[src/lpm_pkg.sv]
/*
 * Constants, states and helper functions for the low-power mode manager.
 * Assumes a 125 MHz system clock; wake times are turned into cycle counts here.
 */
package lpm_pkg;

    localparam int unsigned CLK_MHZ = 125;

    // Requested low-power mode codes on mode_req_i
    localparam logic [2:0] MODE_RUN = 3'h0;
    localparam logic [2:0] MODE_SLEEP = 3'h1;
    localparam logic [2:0] MODE_LP_RUN = 3'h2;
    localparam logic [2:0] MODE_LP_SLEEP = 3'h3;
    localparam logic [2:0] MODE_STOP = 3'h4;
    localparam logic [2:0] MODE_STANDBY = 3'h5;

    // Wake latencies
    localparam int unsigned SLEEP_WAKE_CPU_CYC = 6;
    localparam int unsigned LPSLEEP_WAKE_CPU_CYC = 7;
    localparam int unsigned LPRUN_WAKE_US = 3;
    localparam int unsigned STOP_WAKE_US = 5;
    localparam int unsigned STANDBY_WAKE_US = 65;
    localparam int unsigned STANDBY_EXIT_US = 60;
    localparam int unsigned LPRUN_WAKE_CYC = LPRUN_WAKE_US * CLK_MHZ;
    localparam int unsigned STOP_WAKE_CYC = STOP_WAKE_US * CLK_MHZ;
    localparam int unsigned STANDBY_WAKE_CYC = STANDBY_WAKE_US * CLK_MHZ;
    localparam int unsigned STANDBY_EXIT_CYC = STANDBY_EXIT_US * CLK_MHZ;

    // Core reset pulse length after Standby exit
    localparam int unsigned CORE_RST_CYC = 16;

    localparam int unsigned CNT_W = 14;
    localparam int unsigned N_WAKE_PINS = 3;

    // Voltage ranges on vrange_i
    localparam logic [1:0] VRANGE_1 = 2'h1;
    localparam logic [1:0] VRANGE_2 = 2'h2;
    localparam logic [1:0] VRANGE_3 = 2'h3;

    // Frequency thresholds in kHz
    localparam logic [15:0] F_MIN_KHZ = 16'h0020;
    localparam logic [15:0] F_4M2_KHZ = 16'h1068;
    localparam logic [15:0] F_8M_KHZ = 16'h1f40;
    localparam logic [15:0] F_16M_KHZ = 16'h3e80;
    localparam logic [15:0] F_32M_KHZ = 16'h7d00;

    typedef enum logic [5:0] {
        ST_RUN = 6'h01,
        ST_SLEEP = 6'h02,
        ST_LOWPWR = 6'h04,
        ST_STOP = 6'h08,
        ST_STANDBY = 6'h10,
        ST_WAKE = 6'h20
    } lpm_state_t;

    // Wait states needed for a frequency in a voltage range
    function automatic logic lpm_wait_states(input logic [1:0] vr,
                                             input logic [15:0] f_khz);
        if (vr == VRANGE_1) begin
            return f_khz > F_16M_KHZ;
        end else if (vr == VRANGE_2) begin
            return f_khz > F_8M_KHZ;
        end else begin
            return 1'b0;
        end
    endfunction

    // Whether a frequency is legal in a voltage range
    function automatic logic lpm_freq_ok(input logic [1:0] vr,
                                         input logic [15:0] f_khz);
        logic [15:0] fmax;
        fmax = F_4M2_KHZ;
        if (vr == VRANGE_1) begin
            fmax = F_32M_KHZ;
        end else if (vr == VRANGE_2) begin
            fmax = F_16M_KHZ;
        end
        return (f_khz >= F_MIN_KHZ) && (f_khz <= fmax);
    endfunction

endpackage

[src/lpm_freq_guard.sv]
/*
 * Frequency-step checker: derives wait states and flags illegal
 * frequency changes. Assumes freq_khz_i and vrange_i come from logic on clk_i.
 */
`timescale 1ns/10ps
`default_nettype none

module lpm_freq_guard
    import lpm_pkg::*;
#(
    parameter int unsigned STEP_GAP_US = 5
) (
    // Clock and reset
    input wire logic clk_i,
    input wire logic rst_i,
    // Frequency control
    input wire logic [1:0] vrange_i,
    input wire logic [15:0] freq_khz_i,
    input wire logic low_supply_i,
    // Results
    output logic wait_state_o,
    output logic freq_err_o
);

    localparam int unsigned GAP_CYC = STEP_GAP_US * CLK_MHZ;

    logic [15:0] prev_q, prev_d;
    logic [CNT_W-1:0] gap_q, gap_d;
    logic ws_q, ws_d;
    logic err_q, err_d;
    logic live_q, live_d;

    always_comb begin
        prev_d = freq_khz_i;
        live_d = 1'b1;
        gap_d = gap_q;
        ws_d = lpm_wait_states(vrange_i, freq_khz_i); // see R7 see R8
        err_d = !lpm_freq_ok(vrange_i, freq_khz_i);
        if (gap_q != '0) begin
            gap_d = gap_q - 1'b1;
        end
        if (live_q && freq_khz_i != prev_q) begin
            gap_d = CNT_W'(GAP_CYC);
            if (low_supply_i) begin
                // Step must stay below four times the old rate
                if ({2'b00, freq_khz_i} >= {prev_q, 2'b00}) begin
                    err_d = 1'b1;
                end
                if (gap_q != '0) begin
                    err_d = 1'b1;
                end
            end
        end
    end

    always_ff @(posedge clk_i) begin
        if (rst_i) begin
            prev_q <= F_MIN_KHZ;
            gap_q <= '0;
            ws_q <= 1'b0;
            err_q <= 1'b0;
            live_q <= 1'b0;
        end else begin
            prev_q <= prev_d;
            gap_q <= gap_d;
            ws_q <= ws_d;
            err_q <= err_d;
            live_q <= live_d;
        end
    end

    assign wait_state_o = ws_q;
    assign freq_err_o = err_q;

endmodule

`default_nettype wire

[src/lpm_ctrl.sv]
/*
 * Low-power mode manager: sequences Run, Sleep, low-power, Stop and
 * Standby, gates clocks, oscillators and the core regulator.
 * Assumes wake pins and the external reset pin are asynchronous.
 */
// Function
// Standby turns off regulator, PLL and fast oscillators
// Standby loses core state, keeps standby circuitry
// Reset pin or wake edge exits Standby
// Stop/Standby never halt calendar or watchdog
// Low supply: new frequency below 4x old
// Low supply: 5 us between frequency changes
// Range 1: 32 MHz, wait state above 16
// Range 2: 16 MHz, wait state above 8
// Range 3: up to 4.2 MHz, zero waits
// Fixed wake latencies back to Run per mode
// Optional blocks need enable; unavailable ones stop
// Stop: fast oscillator only for requesting peripheral
// Serial receivers wake on start bit in Stop
// Low-power receiver on slow clock, other fast
// Bus slave address match wakes, keeps oscillator
// Sleep halts only CPU; any interrupt wakes
// Any external event line wakes from Stop
// Standby exit restarts core with full reset
`timescale 1ns/10ps
`default_nettype none

module lpm_ctrl
    import lpm_pkg::*;
#(
    parameter int unsigned N_EVT = 16,
    parameter int unsigned STANDBY_EXIT_CYC_P = STANDBY_EXIT_CYC,
    parameter int unsigned STANDBY_WAKE_CYC_P = STANDBY_WAKE_CYC,
    parameter int unsigned STOP_WAKE_CYC_P = STOP_WAKE_CYC,
    parameter int unsigned LPRUN_WAKE_CYC_P = LPRUN_WAKE_CYC
) (
    // Clock and reset
    input wire logic clk_i,
    input wire logic rst_i,
    // Mode request from the CPU
    input wire logic [2:0] mode_req_i,
    input wire logic mode_go_i,
    input wire logic cpu_clk_en_i,
    // Wake sources
    input wire logic external_reset_pin_n_i,
    input wire logic [N_WAKE_PINS-1:0] wake_pin_i,
    input wire logic [N_EVT-1:0] external_event_lines_i,
    input wire logic periph_irq_i,
    input wire logic serial_start_i,
    input wire logic lp_serial_start_i,
    input wire logic bus_addr_match_i,
    // Fast oscillator requests in Stop
    input wire logic serial_osc_req_i,
    input wire logic bus_rx_active_i,
    input wire logic other_osc_req_i,
    // Software enables for optional blocks
    input wire logic [7:0] opt_en_i,
    input wire logic calendar_dis_i,
    input wire logic watchdog_dis_i,
    // Frequency control
    input wire logic [1:0] vrange_i,
    input wire logic [15:0] freq_khz_i,
    input wire logic low_supply_i,
    // Power and oscillator controls
    output logic core_reg_on_o,
    output logic pll_on_o,
    output logic multispeed_internal_osc_on_o,
    output logic fast_internal_osc_on_o,
    output logic slow_internal_osc_on_o,
    output logic fast_external_bypass_on_o,
    output logic slow_external_osc_on_o,
    // Clock gates
    output logic cpu_clk_en_o,
    output logic [7:0] block_clk_en_o,
    output logic serial_fast_clk_o,
    output logic lp_serial_slow_clk_o,
    output logic bus_fast_clk_o,
    // Status
    output logic core_rst_o,
    output logic core_retain_o,
    output logic [5:0] state_o,
    output logic wake_irq_o,
    output logic wait_state_o,
    output logic freq_err_o
);

    // Block slots in opt_en_i / block_clk_en_o
    localparam int unsigned B_DMA = 0;
    localparam int unsigned B_ADC = 1;
    localparam int unsigned B_TIM = 2;
    localparam int unsigned B_SPI = 3;
    localparam int unsigned B_SERIAL = 4;
    localparam int unsigned B_LPSER = 5;
    localparam int unsigned B_BUS = 6;
    localparam int unsigned B_LOW_POWER_TIMER = 7;
    localparam logic [7:0] STOP_OK = 8'hf0;
    localparam logic [7:0] LP_OK = 8'hbd;

    // Synchronisers for pin inputs
    logic [1:0] rst_pin_s_q, rst_pin_s_d;
    logic [N_WAKE_PINS-1:0] wk_s1_q, wk_s2_q, wk_s3_q;
    logic [N_WAKE_PINS-1:0] wk_s1_d, wk_s2_d, wk_s3_d;

    lpm_state_t st_q, st_d;
    logic [2:0] src_q, src_d;
    logic [CNT_W-1:0] cnt_q, cnt_d;
    logic [4:0] crst_q, crst_d;
    logic wake_q, wake_d;

    logic pin_rst;
    logic wake_edge;
    logic stop_wake;
    logic sleep_wake;

    always_comb begin
        rst_pin_s_d = {rst_pin_s_q[0], !external_reset_pin_n_i};
        wk_s1_d = wake_pin_i;
        wk_s2_d = wk_s1_q;
        wk_s3_d = wk_s2_q;
    end

    always_ff @(posedge clk_i) begin
        if (rst_i) begin
            rst_pin_s_q <= '0;
            wk_s1_q <= '0;
            wk_s2_q <= '0;
            wk_s3_q <= '0;
        end else begin
            rst_pin_s_q <= rst_pin_s_d;
            wk_s1_q <= wk_s1_d;
            wk_s2_q <= wk_s2_d;
            wk_s3_q <= wk_s3_d;
        end
    end

    assign pin_rst = rst_pin_s_q[1];
    assign wake_edge = |(wk_s2_q & ~wk_s3_q);
    assign stop_wake = (|external_event_lines_i)
        | serial_start_i | lp_serial_start_i
        | bus_addr_match_i;
    assign sleep_wake = periph_irq_i | (|external_event_lines_i);

    always_comb begin
        st_d = st_q;
        src_d = src_q;
        cnt_d = cnt_q;
        crst_d = crst_q;
        wake_d = 1'b0;
        if (cnt_q != '0) begin
            cnt_d = cnt_q - 1'b1;
        end
        if (crst_q != '0) begin
            crst_d = crst_q - 1'b1;
        end
        case (st_q)
            ST_RUN: begin
                if (mode_go_i) begin
                    src_d = mode_req_i;
                    if (mode_req_i == MODE_SLEEP) begin
                        st_d = ST_SLEEP;
                    end else if (mode_req_i == MODE_LP_RUN ||
                                 mode_req_i == MODE_LP_SLEEP) begin
                        st_d = ST_LOWPWR;
                    end else if (mode_req_i == MODE_STOP) begin
                        st_d = ST_STOP;
                    end else if (mode_req_i == MODE_STANDBY) begin
                        st_d = ST_STANDBY;
                    end
                end
            end
            ST_SLEEP: begin
                if (sleep_wake) begin
                    st_d = ST_WAKE;
                    cnt_d = CNT_W'(SLEEP_WAKE_CPU_CYC);
                end
            end
            ST_LOWPWR: begin
                if (src_q == MODE_LP_RUN && mode_go_i &&
                    mode_req_i == MODE_RUN) begin
                    st_d = ST_WAKE;
                    cnt_d = CNT_W'(LPRUN_WAKE_CYC_P);
                end else if (src_q == MODE_LP_SLEEP && sleep_wake) begin
                    st_d = ST_WAKE;
                    cnt_d = CNT_W'(LPSLEEP_WAKE_CPU_CYC);
                end
            end
            ST_STOP: begin
                if (stop_wake) begin
                    st_d = ST_WAKE;
                    wake_d = 1'b1;
                    cnt_d = CNT_W'(STOP_WAKE_CYC_P);
                end
            end
            ST_STANDBY: begin
                if (pin_rst || wake_edge) begin
                    st_d = ST_WAKE;
                    // Exit in 60 us; the core is back at 65 us
                    cnt_d = CNT_W'(STANDBY_EXIT_CYC_P);
                end
            end
            ST_WAKE: begin
                if (cnt_q <= CNT_W'(1)) begin
                    if (src_q == MODE_STANDBY) begin
                        // Regulator is up; pulse core reset, then wait out the rest
                        src_d = MODE_RUN;
                        cnt_d = CNT_W'(STANDBY_WAKE_CYC_P -
                                       STANDBY_EXIT_CYC_P);
                        crst_d = 5'(CORE_RST_CYC);
                    end else begin
                        st_d = ST_RUN;
                    end
                end
            end
            default: st_d = ST_RUN;
        endcase
    end

    always_ff @(posedge clk_i) begin
        if (rst_i) begin
            st_q <= ST_RUN;
            src_q <= MODE_RUN;
            cnt_q <= '0;
            crst_q <= '0;
            wake_q <= 1'b0;
        end else begin
            st_q <= st_d;
            src_q <= src_d;
            cnt_q <= cnt_d;
            crst_q <= crst_d;
            wake_q <= wake_d;
        end
    end

    logic in_stop, in_stby, in_lp, stby_dark;
    logic fast_req;
    assign in_stop = (st_q == ST_STOP);
    assign in_stby = (st_q == ST_STANDBY);
    assign in_lp = (st_q == ST_LOWPWR);
    assign stby_dark = in_stby ||
        (st_q == ST_WAKE && src_q == MODE_STANDBY);
    // Peripheral requests only; drops once none is asserted
    assign fast_req = serial_osc_req_i | bus_rx_active_i
        | other_osc_req_i; // see R12 see R14

    always_comb begin
        core_reg_on_o = !stby_dark;
        pll_on_o = !(stby_dark || in_stop);
        multispeed_internal_osc_on_o = !(stby_dark || in_stop);
        fast_internal_osc_on_o = in_stop ? fast_req
            : !(stby_dark || in_lp);
        fast_external_bypass_on_o = !(stby_dark || in_stop);
        // Slow oscillators follow their own enables only
        slow_internal_osc_on_o = !watchdog_dis_i;
        slow_external_osc_on_o = !calendar_dis_i;
        cpu_clk_en_o = cpu_clk_en_i && (st_q == ST_RUN ||
            (in_lp && src_q == MODE_LP_RUN));
        if (stby_dark) begin
            block_clk_en_o = '0;
        end else if (in_stop) begin
            block_clk_en_o = opt_en_i & STOP_OK;
        end else if (in_lp) begin
            block_clk_en_o = opt_en_i & LP_OK;
        end else begin
            block_clk_en_o = opt_en_i;
        end
        serial_fast_clk_o = in_stop ? (fast_req && serial_osc_req_i &&
            opt_en_i[B_SERIAL]) : block_clk_en_o[B_SERIAL];
        lp_serial_slow_clk_o = block_clk_en_o[B_LPSER];
        bus_fast_clk_o = in_stop ? (fast_req && bus_rx_active_i &&
            opt_en_i[B_BUS]) : block_clk_en_o[B_BUS];
        // Core state lost while dark; held in reset until restart done
        core_retain_o = !stby_dark;
        core_rst_o = stby_dark || (crst_q != '0) || pin_rst;
        state_o = st_q;
        wake_irq_o = wake_q;
    end

    lpm_freq_guard u_guard (
        .clk_i(clk_i),
        .rst_i(rst_i),
        .vrange_i(vrange_i),
        .freq_khz_i(freq_khz_i),
        .low_supply_i(low_supply_i),
        .wait_state_o(wait_state_o),
        .freq_err_o(freq_err_o)
    );

endmodule

`default_nettype wire

[config.mk]
export PLATFORM = sky130hd
export DESIGN_NAME = lpm_ctrl
export DESIGN_NICKNAME = d
export VERILOG_FILES = /design/src/lpm_pkg.sv /design/src/lpm_freq_guard.sv /design/src/lpm_ctrl.sv
export SDC_FILE = /design/constraint.sdc
export NUM_CORES = 1
export LEC_CHECK = 0
export ABC_CLOCK_PERIOD_IN_PS = 3000
export BUFFER_PORTS_ARGS = -buffer_cell sky130_fd_sc_hd__buf_2
export CELL_PAD_IN_SITES_DETAIL_PLACEMENT = 0
export CELL_PAD_IN_SITES_GLOBAL_PLACEMENT = 1
export CORE_ASPECT_RATIO = 0.6
export CORE_MARGIN = 1.5
export CORE_UTILIZATION = 40
export CTS_CLUSTER_DIAMETER = 80
export DETAILED_ROUTE_END_ITERATION = 16
export GPL_ROUTABILITY_DRIVEN = 1
export HOLD_SLACK_MARGIN = 0.02
export PLACE_DENSITY_LB_ADDON = 0.1
export SYNTH_ARGS = -nofsm -noshare
export SYNTH_HDL_FRONTEND = slang
export SYNTH_SLANG_ARGS = --single-unit
[constraint.sdc]
create_clock -name clk_i -period 3 [get_ports clk_i]
set_input_delay 0 -clock clk_i [delete_from_list [all_inputs] [get_ports clk_i]]
set_output_delay 0 -clock clk_i [all_outputs]
set_load 0.05 [all_outputs]
; Yosys cells after proc, flatten, opt, wreduce, memory -nomap -nowiden
; Cells that the tools add are included.
; Widths: inputs -> output; s select.
[totals]
register_bits = 73
in_bits = 63
out_inout_bits = 30
[op_classes]
add_sub_neg = 3
magnitude_cmp = 6
n_eq_ne = 26
mux = 48
bitwise_logic = 9
n_reduce_logical = 39
[ops]
columns = cell, n
row1 = $mux 14, 9
row2 = $mux 6, 12
row3 = $pmux 14 s5, 1
row4 = $pmux 6 s6, 1
row5 = $reduce_bool 14->1, 2
row6 = $sub 14x1->14 const B, 2
row7 = $mux 10, 2
row8 = $mux 5, 4
row9 = $ge 16x18->1, 1
row10 = $ge 16x6->1 const B, 1
row11 = $gt 16x13->1 const B, 1
row12 = $gt 16x14->1 const B, 1
row13 = $le 16x16->1, 1
row14 = $mux 16, 1
row15 = $ne 16x16->1, 1
row16 = $reduce_or 16->1, 1
row17 = $le 14x1->1 const B, 1
row18 = $mux 7, 2
row19 = $eq 3x2->1 const B, 4
row20 = $logic_and 1x1->1, 12
row21 = $ne 2x2->1 const B, 6
row22 = $mux 1, 11
row23 = $eq 3x3->1 const B, 3
row24 = $mux 3, 3
row25 = other kinds (28), 48

; Depth between registers and ports, before layout
; Gate-level depths: netlist of the first run.
[logic_depth]
ltp_word = 10
ltp_mapped = 10

; Hierarchy
; A second synthesis of the first run with hierarchy kept.
[unflattened]
cells_unflattened = 539
hier_area_um2 = 4518.1
[by_module_without_submodules]
columns = module, instances, cells_each, area_per_inst_um2, seq_area_each_um2
row1 = lpm_ctrl, 1, 293, 2406.1, 800.8
row2 = lpm_freq_guard, 1, 246, 2112.0, 660.6

; Worst setup path before layout of the first run
; OpenSTA, ideal clock, no wires.
[synth_timing]
path_kind = reg2out
startpoint = register st_q[3], in the netlist state_o[3]
endpoint = output port serial_fast_clk_o
arrival_ns = 3.463
setup_slack_ns = -0.463
stages_incl_launch_ff = 8
cell_sequence = dfxtp_1 clkbuf_1 nor2_1 nand3_1 nor2_1 nor3_1 a21oi_1 nor2b_1
[synth_via]
elab_chain_cells = 5
elab_cells_between_ends = 8
cone_classes = eq/ne (3) / mux (3) / reduce/logical (2)
[synth_lines]
columns = item, line
row1 = start: declaration, lpm_ctrl.sv:104  ; lpm_state_t st_q, st_d;
row2 = start signal: assignment, lpm_ctrl.sv:226  ; st_q <= st_d;
row3 = $eq 6x6->1, lpm_ctrl.sv:240  ; (st_q == ST_WAKE && src_q == MODE_STANDBY);
row4 = $logic_and 1x1->1, lpm_ctrl.sv:240
row5 = $logic_or 1x1->1, lpm_ctrl.sv:239  ; assign stby_dark = in_stby ||
row6 = $mux 8, lpm_ctrl.sv:257  ; if (stby_dark) begin
row7 = $mux 1 *, lpm_ctrl.sv:266  ; serial_fast_clk_o = in_stop ? (fast_req && serial_osc_req_i &&
row8 = end: declaration, lpm_ctrl.sv:75  ; output logic serial_fast_clk_o,
; Mark *: on every way between the ends. The rest lies on a longest branch, timed or not.

; Final worst setup path of the first run
[layout_timing]
startpoint = register cnt_q[4]
endpoint = register st_q[3], in the netlist state_o[3]
[layout_via]
elab_chain_cells = 3
[layout_lines]
columns = item, line
row1 = start: declaration, lpm_ctrl.sv:106  ; logic [CNT_W-1:0] cnt_q, cnt_d;
row2 = start signal: assignment, lpm_ctrl.sv:228  ; cnt_q <= cnt_d;
row3 = $le 14x1->1, lpm_ctrl.sv:202  ; if (cnt_q <= CNT_W'(1)) begin
row4 = $ne 2x2->1 (no line), --
row5 = $reduce_and 8->1 (no line), --
; Every way passes these cells.
; A chain may end at the register's enable or synchronous reset.

==> results of run 1 <==
## stage by stage
| step | util | hold slack (ns) | total power (W) | instances |
|---|---|---|---|---|
| after floorplan | - | 0.06669 | 0.002504 | 539 |
| after global placement | 0.4680 | 0.1722 | 0.002931 | 756 |
| after detailed placement | 0.4680 | 0.1646 | 0.002935 | 756 |
| after CTS | 0.5208 | 0.03523 | 0.004139 | 796 |
| after global routing | 0.5208 | 0.05608 | 0.004414 | 796 |
| final | 0.5208 | 0.03271 | 0.004132 | 796 |
## cell families (layout without fill, tap and decap cells)
logic type	count (synthesis)	count (layout)
compound gates	94	94
xor+xnor	38	38
fa+ha+maj	30	30
buf+inv	55	173
flops	73	73
mux	2	2
simple gates	247	247
## power by group through the flow
| stage | combinational (W) | clock [W] | sequential, W |
|---|---|---|---|
| floorplan | 0.00119 | 0 | 0.00131 |
| global placement | 0.00163 | 0 | 0.00130 |
| detailed placement | 0.00163 | 0 | 0.00131 |
| CTS | 0.00167 | 0.00118 | 0.00129 |
| global route | 0.00188 | 0.00121 | 0.00132 |
| finish | 0.00169 | 0.00115 | 0.00130 |
## worst max path at each step
stage / from / slack (ns) / endpoint
after floorplan: state_o[3] / 0.05 / bus_fast_clk_o
after global placement: cnt_q[4] / 0.61 / state_o[3]
after detailed placement: u_guard.gap_q[6] / 0.58 / u_guard.freq_err_o
after CTS: u_guard.gap_q[6] / 0.56 / u_guard.freq_err_o
after global routing: cnt_q[4] / 0.31 / state_o[1]
final: cnt_q[4] / 0.52 / state_o[3]
## critical path, cell delays in order, from the launching register on
cell and delay (ns):
dfxtp_1 0.36, nor4_1 0.41, nand3_1 0.36, o31ai_2 0.35
nand4_1 0.20, or4_1 0.57, a21oi_1 0.16
## area by class of cell
type	count	area [um2]	share of cell area
well taps	139	173.9	0.03141
multi-input cells	411	2700	0.4877
inverters	34	127.6	0.02305
clock inverters	6	91.34	0.01650
flip-flops and latches	73	1461	0.2640
repair buffers	123	753.2	0.1360
clock buffers	10	229.0	0.04136
## cell usage in the layout, fill, tap and decap left out, drive strengths merged, types with 6 or more instances in the layout
cell type	Yosys	routed
a211oi	7	7
a21o	7	7
a21oi	31	31
and2	7	7
and3	7	7
buf	6	99
clkbuf	15	10
dfxtp	73	73
dlygate4sd3	0	24
ha	29	29
inv	33	34
nand2	37	37
nand3	21	21
nand4	8	8
nor2	50	50
nor2b	30	30
nor3	29	29
nor4	16	16
o21ai	13	13
o31ai	9	9
or4	14	14
xnor2	32	32
xor2	6	6
## repair_timing
action                                  CTS  global route
hold buffers                             24             0
gates resized for setup                   0             0
endpoints found under the setup margin    0             0
endpoints found under the hold margin    25             0
## sequential cells by signal (all words and copies together) (netlist names), 2 cells and up
signal and cells:
rst_pin_s_q 2, wk_s3_q 3, cnt_q 14, u_guard.prev_q 16, wk_s1_q 3, state_o 6
wk_s2_q 3, crst_q 5, u_guard.gap_q 14, src_q 3
## layer usage
metal  GRT usage  part of all wire  vias up
li1            -                 -     2141
met1      0.3431              0.53     2001
met2      0.3098              0.39      159
met3     0.05737             0.072        8
met4     0.04689            0.0060        0
met5           0                 0        -
==> results_dict.tcl, run 1 <==
set metrics [dict create \
    setup_viol 0 \
    ys_seq_elements 73 \
    routed_wl_um 12470 \
    initial_core_util 0.4125 \
    netlist.area_leader.share 0.3332 \
    switching_share 0.3958 \
    slew_headroom 0.5752 \
    nets 744 \
    r2r_slack_ns 0.52 \
    cts-buffers-inserted 9 \
    synth.most_common_cell "dfxtp_1" \
    r2r-end "state_o[3]" \
    slew_viol_final 0 \
    outcome "completed" \
    place.gp.congestion 0.8618 \
    synth_area_per_cell_um2 8.136 \
    core_area_um2 10630 \
    reg2reg_depth 6 \
    synth_compound_gate_area_share 0.1424 \
    power.density_nw_per_um2 746.3 \
    synthCells 539 \
    drv_cap 0 \
    initialDrtViolationCount 340 \
    clockBufferDepth 2 \
    post-place-ws_ns 0.5770 \
    synthMuxAreaShare 0.004565 \
    worstMarginPinSlew_ns 0.6319 \
    max_freq_mhz 403.1 \
    ctsRootBufferMaster "clkbuf_16" \
    cellInternalPower_w 0.002497 \
    worst_slack_ns 0.5194 \
    antenna_found_initial 0 \
    drive_gt1_frac 0.1948 \
    syn_area_um2 4385 \
    p_seq_frac 0.313 \
    first_pass_iters 5 \
    syn_to_final_growth_pct 26.25 \
    cp.required_ns 3.26 \
    rsz0062_at_grt "no" \
    die_area_um2 11620 \
    arrival_ns 2.74 \
    grt.total_usage 0.2237 \
    cts_sinks 73 \
    clk_latency_ns 0.33 \
    ant_nets 0 \
    via_per_inst 5.413 \
    timing.rr.start "cnt_q[4]" \
    die_h_um 84.11 \
    dp_hpwl_um 9453 \
    cts_tree "done" \
    clkTransAtPathRegs_ns 0.06 \
    synth_warnings 0 \
    io_buffers 92 \
    drc_errors 0 \
    hold_start "rst_i" \
    diodes 0 \
    min_to "u_guard.live_q" \
    vias 4309 \
    synth_top_cell_by_area "dfxtp_1" \
    grt_max_degree 57 \
    htreeDepth 3 \
    power_frac_clock 0.278 \
    max-vdd-ir-drop_uv 559.6 \
    pin_count 93 \
    hold_depth 2 \
    path_max_fanout 7 \
    place_area_um2 4976 \
    pwr-share-comb 0.409 \
    gr-total-overflow 0 \
    synth_top_family_by_area "simple AND/OR/NAND/NOR gates" \
    grt_pass1_wl_um 20830 \
    tns_ns 0 \
    drt-wirelength-per-cell_um 15.67 \
    post_cts_buffers 0 \
    min_period_ns 2.481 \
    worstHoldPathType "in -> reg" \
    switching_power_w 0.001635 \
    p_leak_nw 2.343 \
    fin_skew_ns 0.005756 \
    synth_area_leaders "dfxtp_1 33%, ha_1 8.3%, xnor2_1 6.4%" \
    synth_xor_area_frac 0.07589 \
    yosysUniqueCellTypes 63 \
    rows 29 \
    crit_path_start_kind "register" \
    stdcell_area_um2 5537 \
    synth_commonest_cells "73 x dfxtp_1, 50 x nor2_1, 36 x nand2_1" \
    synth_edf_count 0 \
    fin_crit_sh 0.8269 \
    syn-num-nets 631 \
    cp-end-kind "register" \
    die_x_um 138.2 \
    ys_seq_area_frac 0.3332 \
    fillCellCount 1022 \
    criticalPathCategory "reg -> reg" \
    ys_async_sr_fraction 0 \
    synthAdderAreaFrac 0.08502 \
    grt_pass1_vias 4112 \
    finalHoldViolCount 0 \
    synth_ff_type "dfxtp_1" \
    yosys.area_share.simple 0.3067 \
]
Note: power is estimated with default switching activity, not from simulation.
==> run 2, diff against run 1 <==
ABC_CLOCK_PERIOD_IN_PS = 2300   (was 3000)
clock period = 2.3 ns   (was 3 ns; I/O delays follow)
==> run 2 against run 1 <==
  * Critical path type unchanged
  * Sequential power is 29% higher
  * Wire length is 1.4% higher
  * Via count is 1.5% higher
  * Global-route usage is 0.16 points lower
  * Sequential share of layout area is 1.0 points lower
  * Maximum frequency is 11% higher
  * Highest routed layer unchanged
==> results_dict.tcl, run 2 (synthesized netlist as in run 1, its figures left out) <==
set metrics [dict create \
    outcome "completed" \
    drc_errors 0 \
    p_leak_nw 2.500 \
    mostFrequentLayoutCells "90 x buf_2, 67 x dfxtp_1, 47 x nor2_1" \
    drv_cap 0 \
    dp_hpwl_um 9737 \
    grt_pass1_vias 4137 \
    diodes 0 \
    cts_sinks 73 \
    max_freq_mhz 448.3 \
    largest_reg_flops 16 \
    met2_length_um 4655 \
    rsz0062_at_grt "no" \
    tns_ns 0 \
    fin_skew_ns 0.01049 \
    cts_tree "done" \
    drive_gt1_frac 0.2595 \
    arrival_ns 2.45 \
    drt-wirelength-per-cell_um 15.39 \
    place.gp.congestion 0.8869 \
    path_max_fanout 6 \
    grt_pass1_wl_um 20740 \
    cp.required_ns 2.52 \
    max_stage_delay_ns 0.41 \
    io_buffers 92 \
    grt.total_usage 0.2221 \
    pin_count 93 \
    via_per_inst 5.328 \
    ant_nets 0 \
    ctsRootBufferMaster "clkbuf_16" \
    clk_latency_ns 0.34 \
    routed_wl_um 12640 \
    grt_max_degree 38 \
    power.density_nw_per_um2 967.6 \
    wl_met1_um 6996 \
    cp-end-kind "register" \
    gr-total-overflow 0 \
    criticalPathCategory "reg -> reg" \
    antenna_found_initial 0 \
    slew_viol_final 0 \
    fin_crit_sh 0.9699 \
    worstMarginPinSlew_ns 0.4515 \
    die_h_um 84.11 \
    die_x_um 138.2 \
    crit_path_start_kind "register" \
    max-vdd-ir-drop_uv 486.1 \
    top_layer "met4" \
    largest_registers "u_guard.prev_q x16, cnt_q x14, u_guard.gap_q x14" \
    slew_headroom 0.6947 \
    min_period_ns 2.231 \
    route.met3.wl_um 877 \
    finalHoldViolCount 0 \
    rows 29 \
    clkTransAtPathRegs_ns 0.06 \
    cts-buffers-inserted 9 \
    htreeDepth 3 \
    first_pass_iters 5 \
    initialDrtViolationCount 255 \
    syn_to_final_growth_pct 32.58 \
    mostFrequentLayoutCell "buf_2" \
    die_area_um2 11620 \
    setup_viol 0 \
    crit_top_cell "buf_4" \
    regMostFlops "u_guard.prev_q" \
    nets 769 \
    worstHoldPathType "in -> reg" \
    vias 4374 \
    crit_slowest_cell "o41ai_1" \
    core_area_um2 10630 \
    crit_chain "nor4_2, nand3_1, buf_4, nor3_1, o21ai_1, o41ai_1, buf_4, a21oi_1" \
    clockBufferDepth 2 \
    initial_core_util 0.4125 \
    holdWs_ns 0.04633 \
]
[run 2: per-stage QoR]
stage,util,cells,power [W],cell area (um2),worst slack (ns)
floorplan,-,539,0.003279,4429,0.04012
finish,0.5469,821,0.005626,5814,0.06929
detailed placement,0.4886,780,0.004024,5195,0.03644
global placement,0.4886,780,0.003987,5195,0.05443
CTS,0.5408,820,0.005542,5749,0.004339
global route,0.5469,821,0.005978,5814,0.008641
[run 2: area by class of cell]
type	count	area, um2
inverters	34	127.6
fillers	1048	4817
flip-flops and latches	73	1476
multi-input cells	411	2778
well taps	139	173.9
clock buffers	9	225.2
repair buffers	148	949.7
clock inverters	7	83.83
[run 2: per-layer routing]
metal / track usage / vias up
met4: 0.04785 / 0
li1: - / 2202
met1: 0.3544 / 2015
met5: 0 / -
met2: 0.2935 / 146
met3: 0.05164 / 11
[run 2: where the power goes]
part,total (W),internal [W],switching (W)
Combinational,0.00248,0.00104,0.00145
Sequential,0.00168,0.00147,0.000206
Clock,0.00146,0.000861,0.000601
[run 2: worst paths after layout]
kind,startpoint,to,slack (ns),depth (start not counted)
max,cnt_q[7],cnt_q[7],0.07,8
min,bus_addr_match_i,state_o[3],0.05,4
max reg2reg,cnt_q[7],cnt_q[7],0.07,8
min reg2reg,rst_pin_s_q[0],rst_pin_s_q[1],0.43,1
[run 2: timing repair]
item | in CTS | in global routing
pin swaps | 0 | 3
endpoints found under the hold margin | 25 | 0
buffers inserted | 0 | 1
hold buffers | 24 | 0
endpoints found under the setup margin | 9 | 25
gates resized for setup | 2 | 16
[run 2: worst max-delay path: cells and delay by family, from the launching register on]
family / cells / cell delay [ns]
compound gates: 3 / 0.60
buf+inv: 2 / 0.44
flops: 1 / 0.33
simple gates: 3 / 0.75
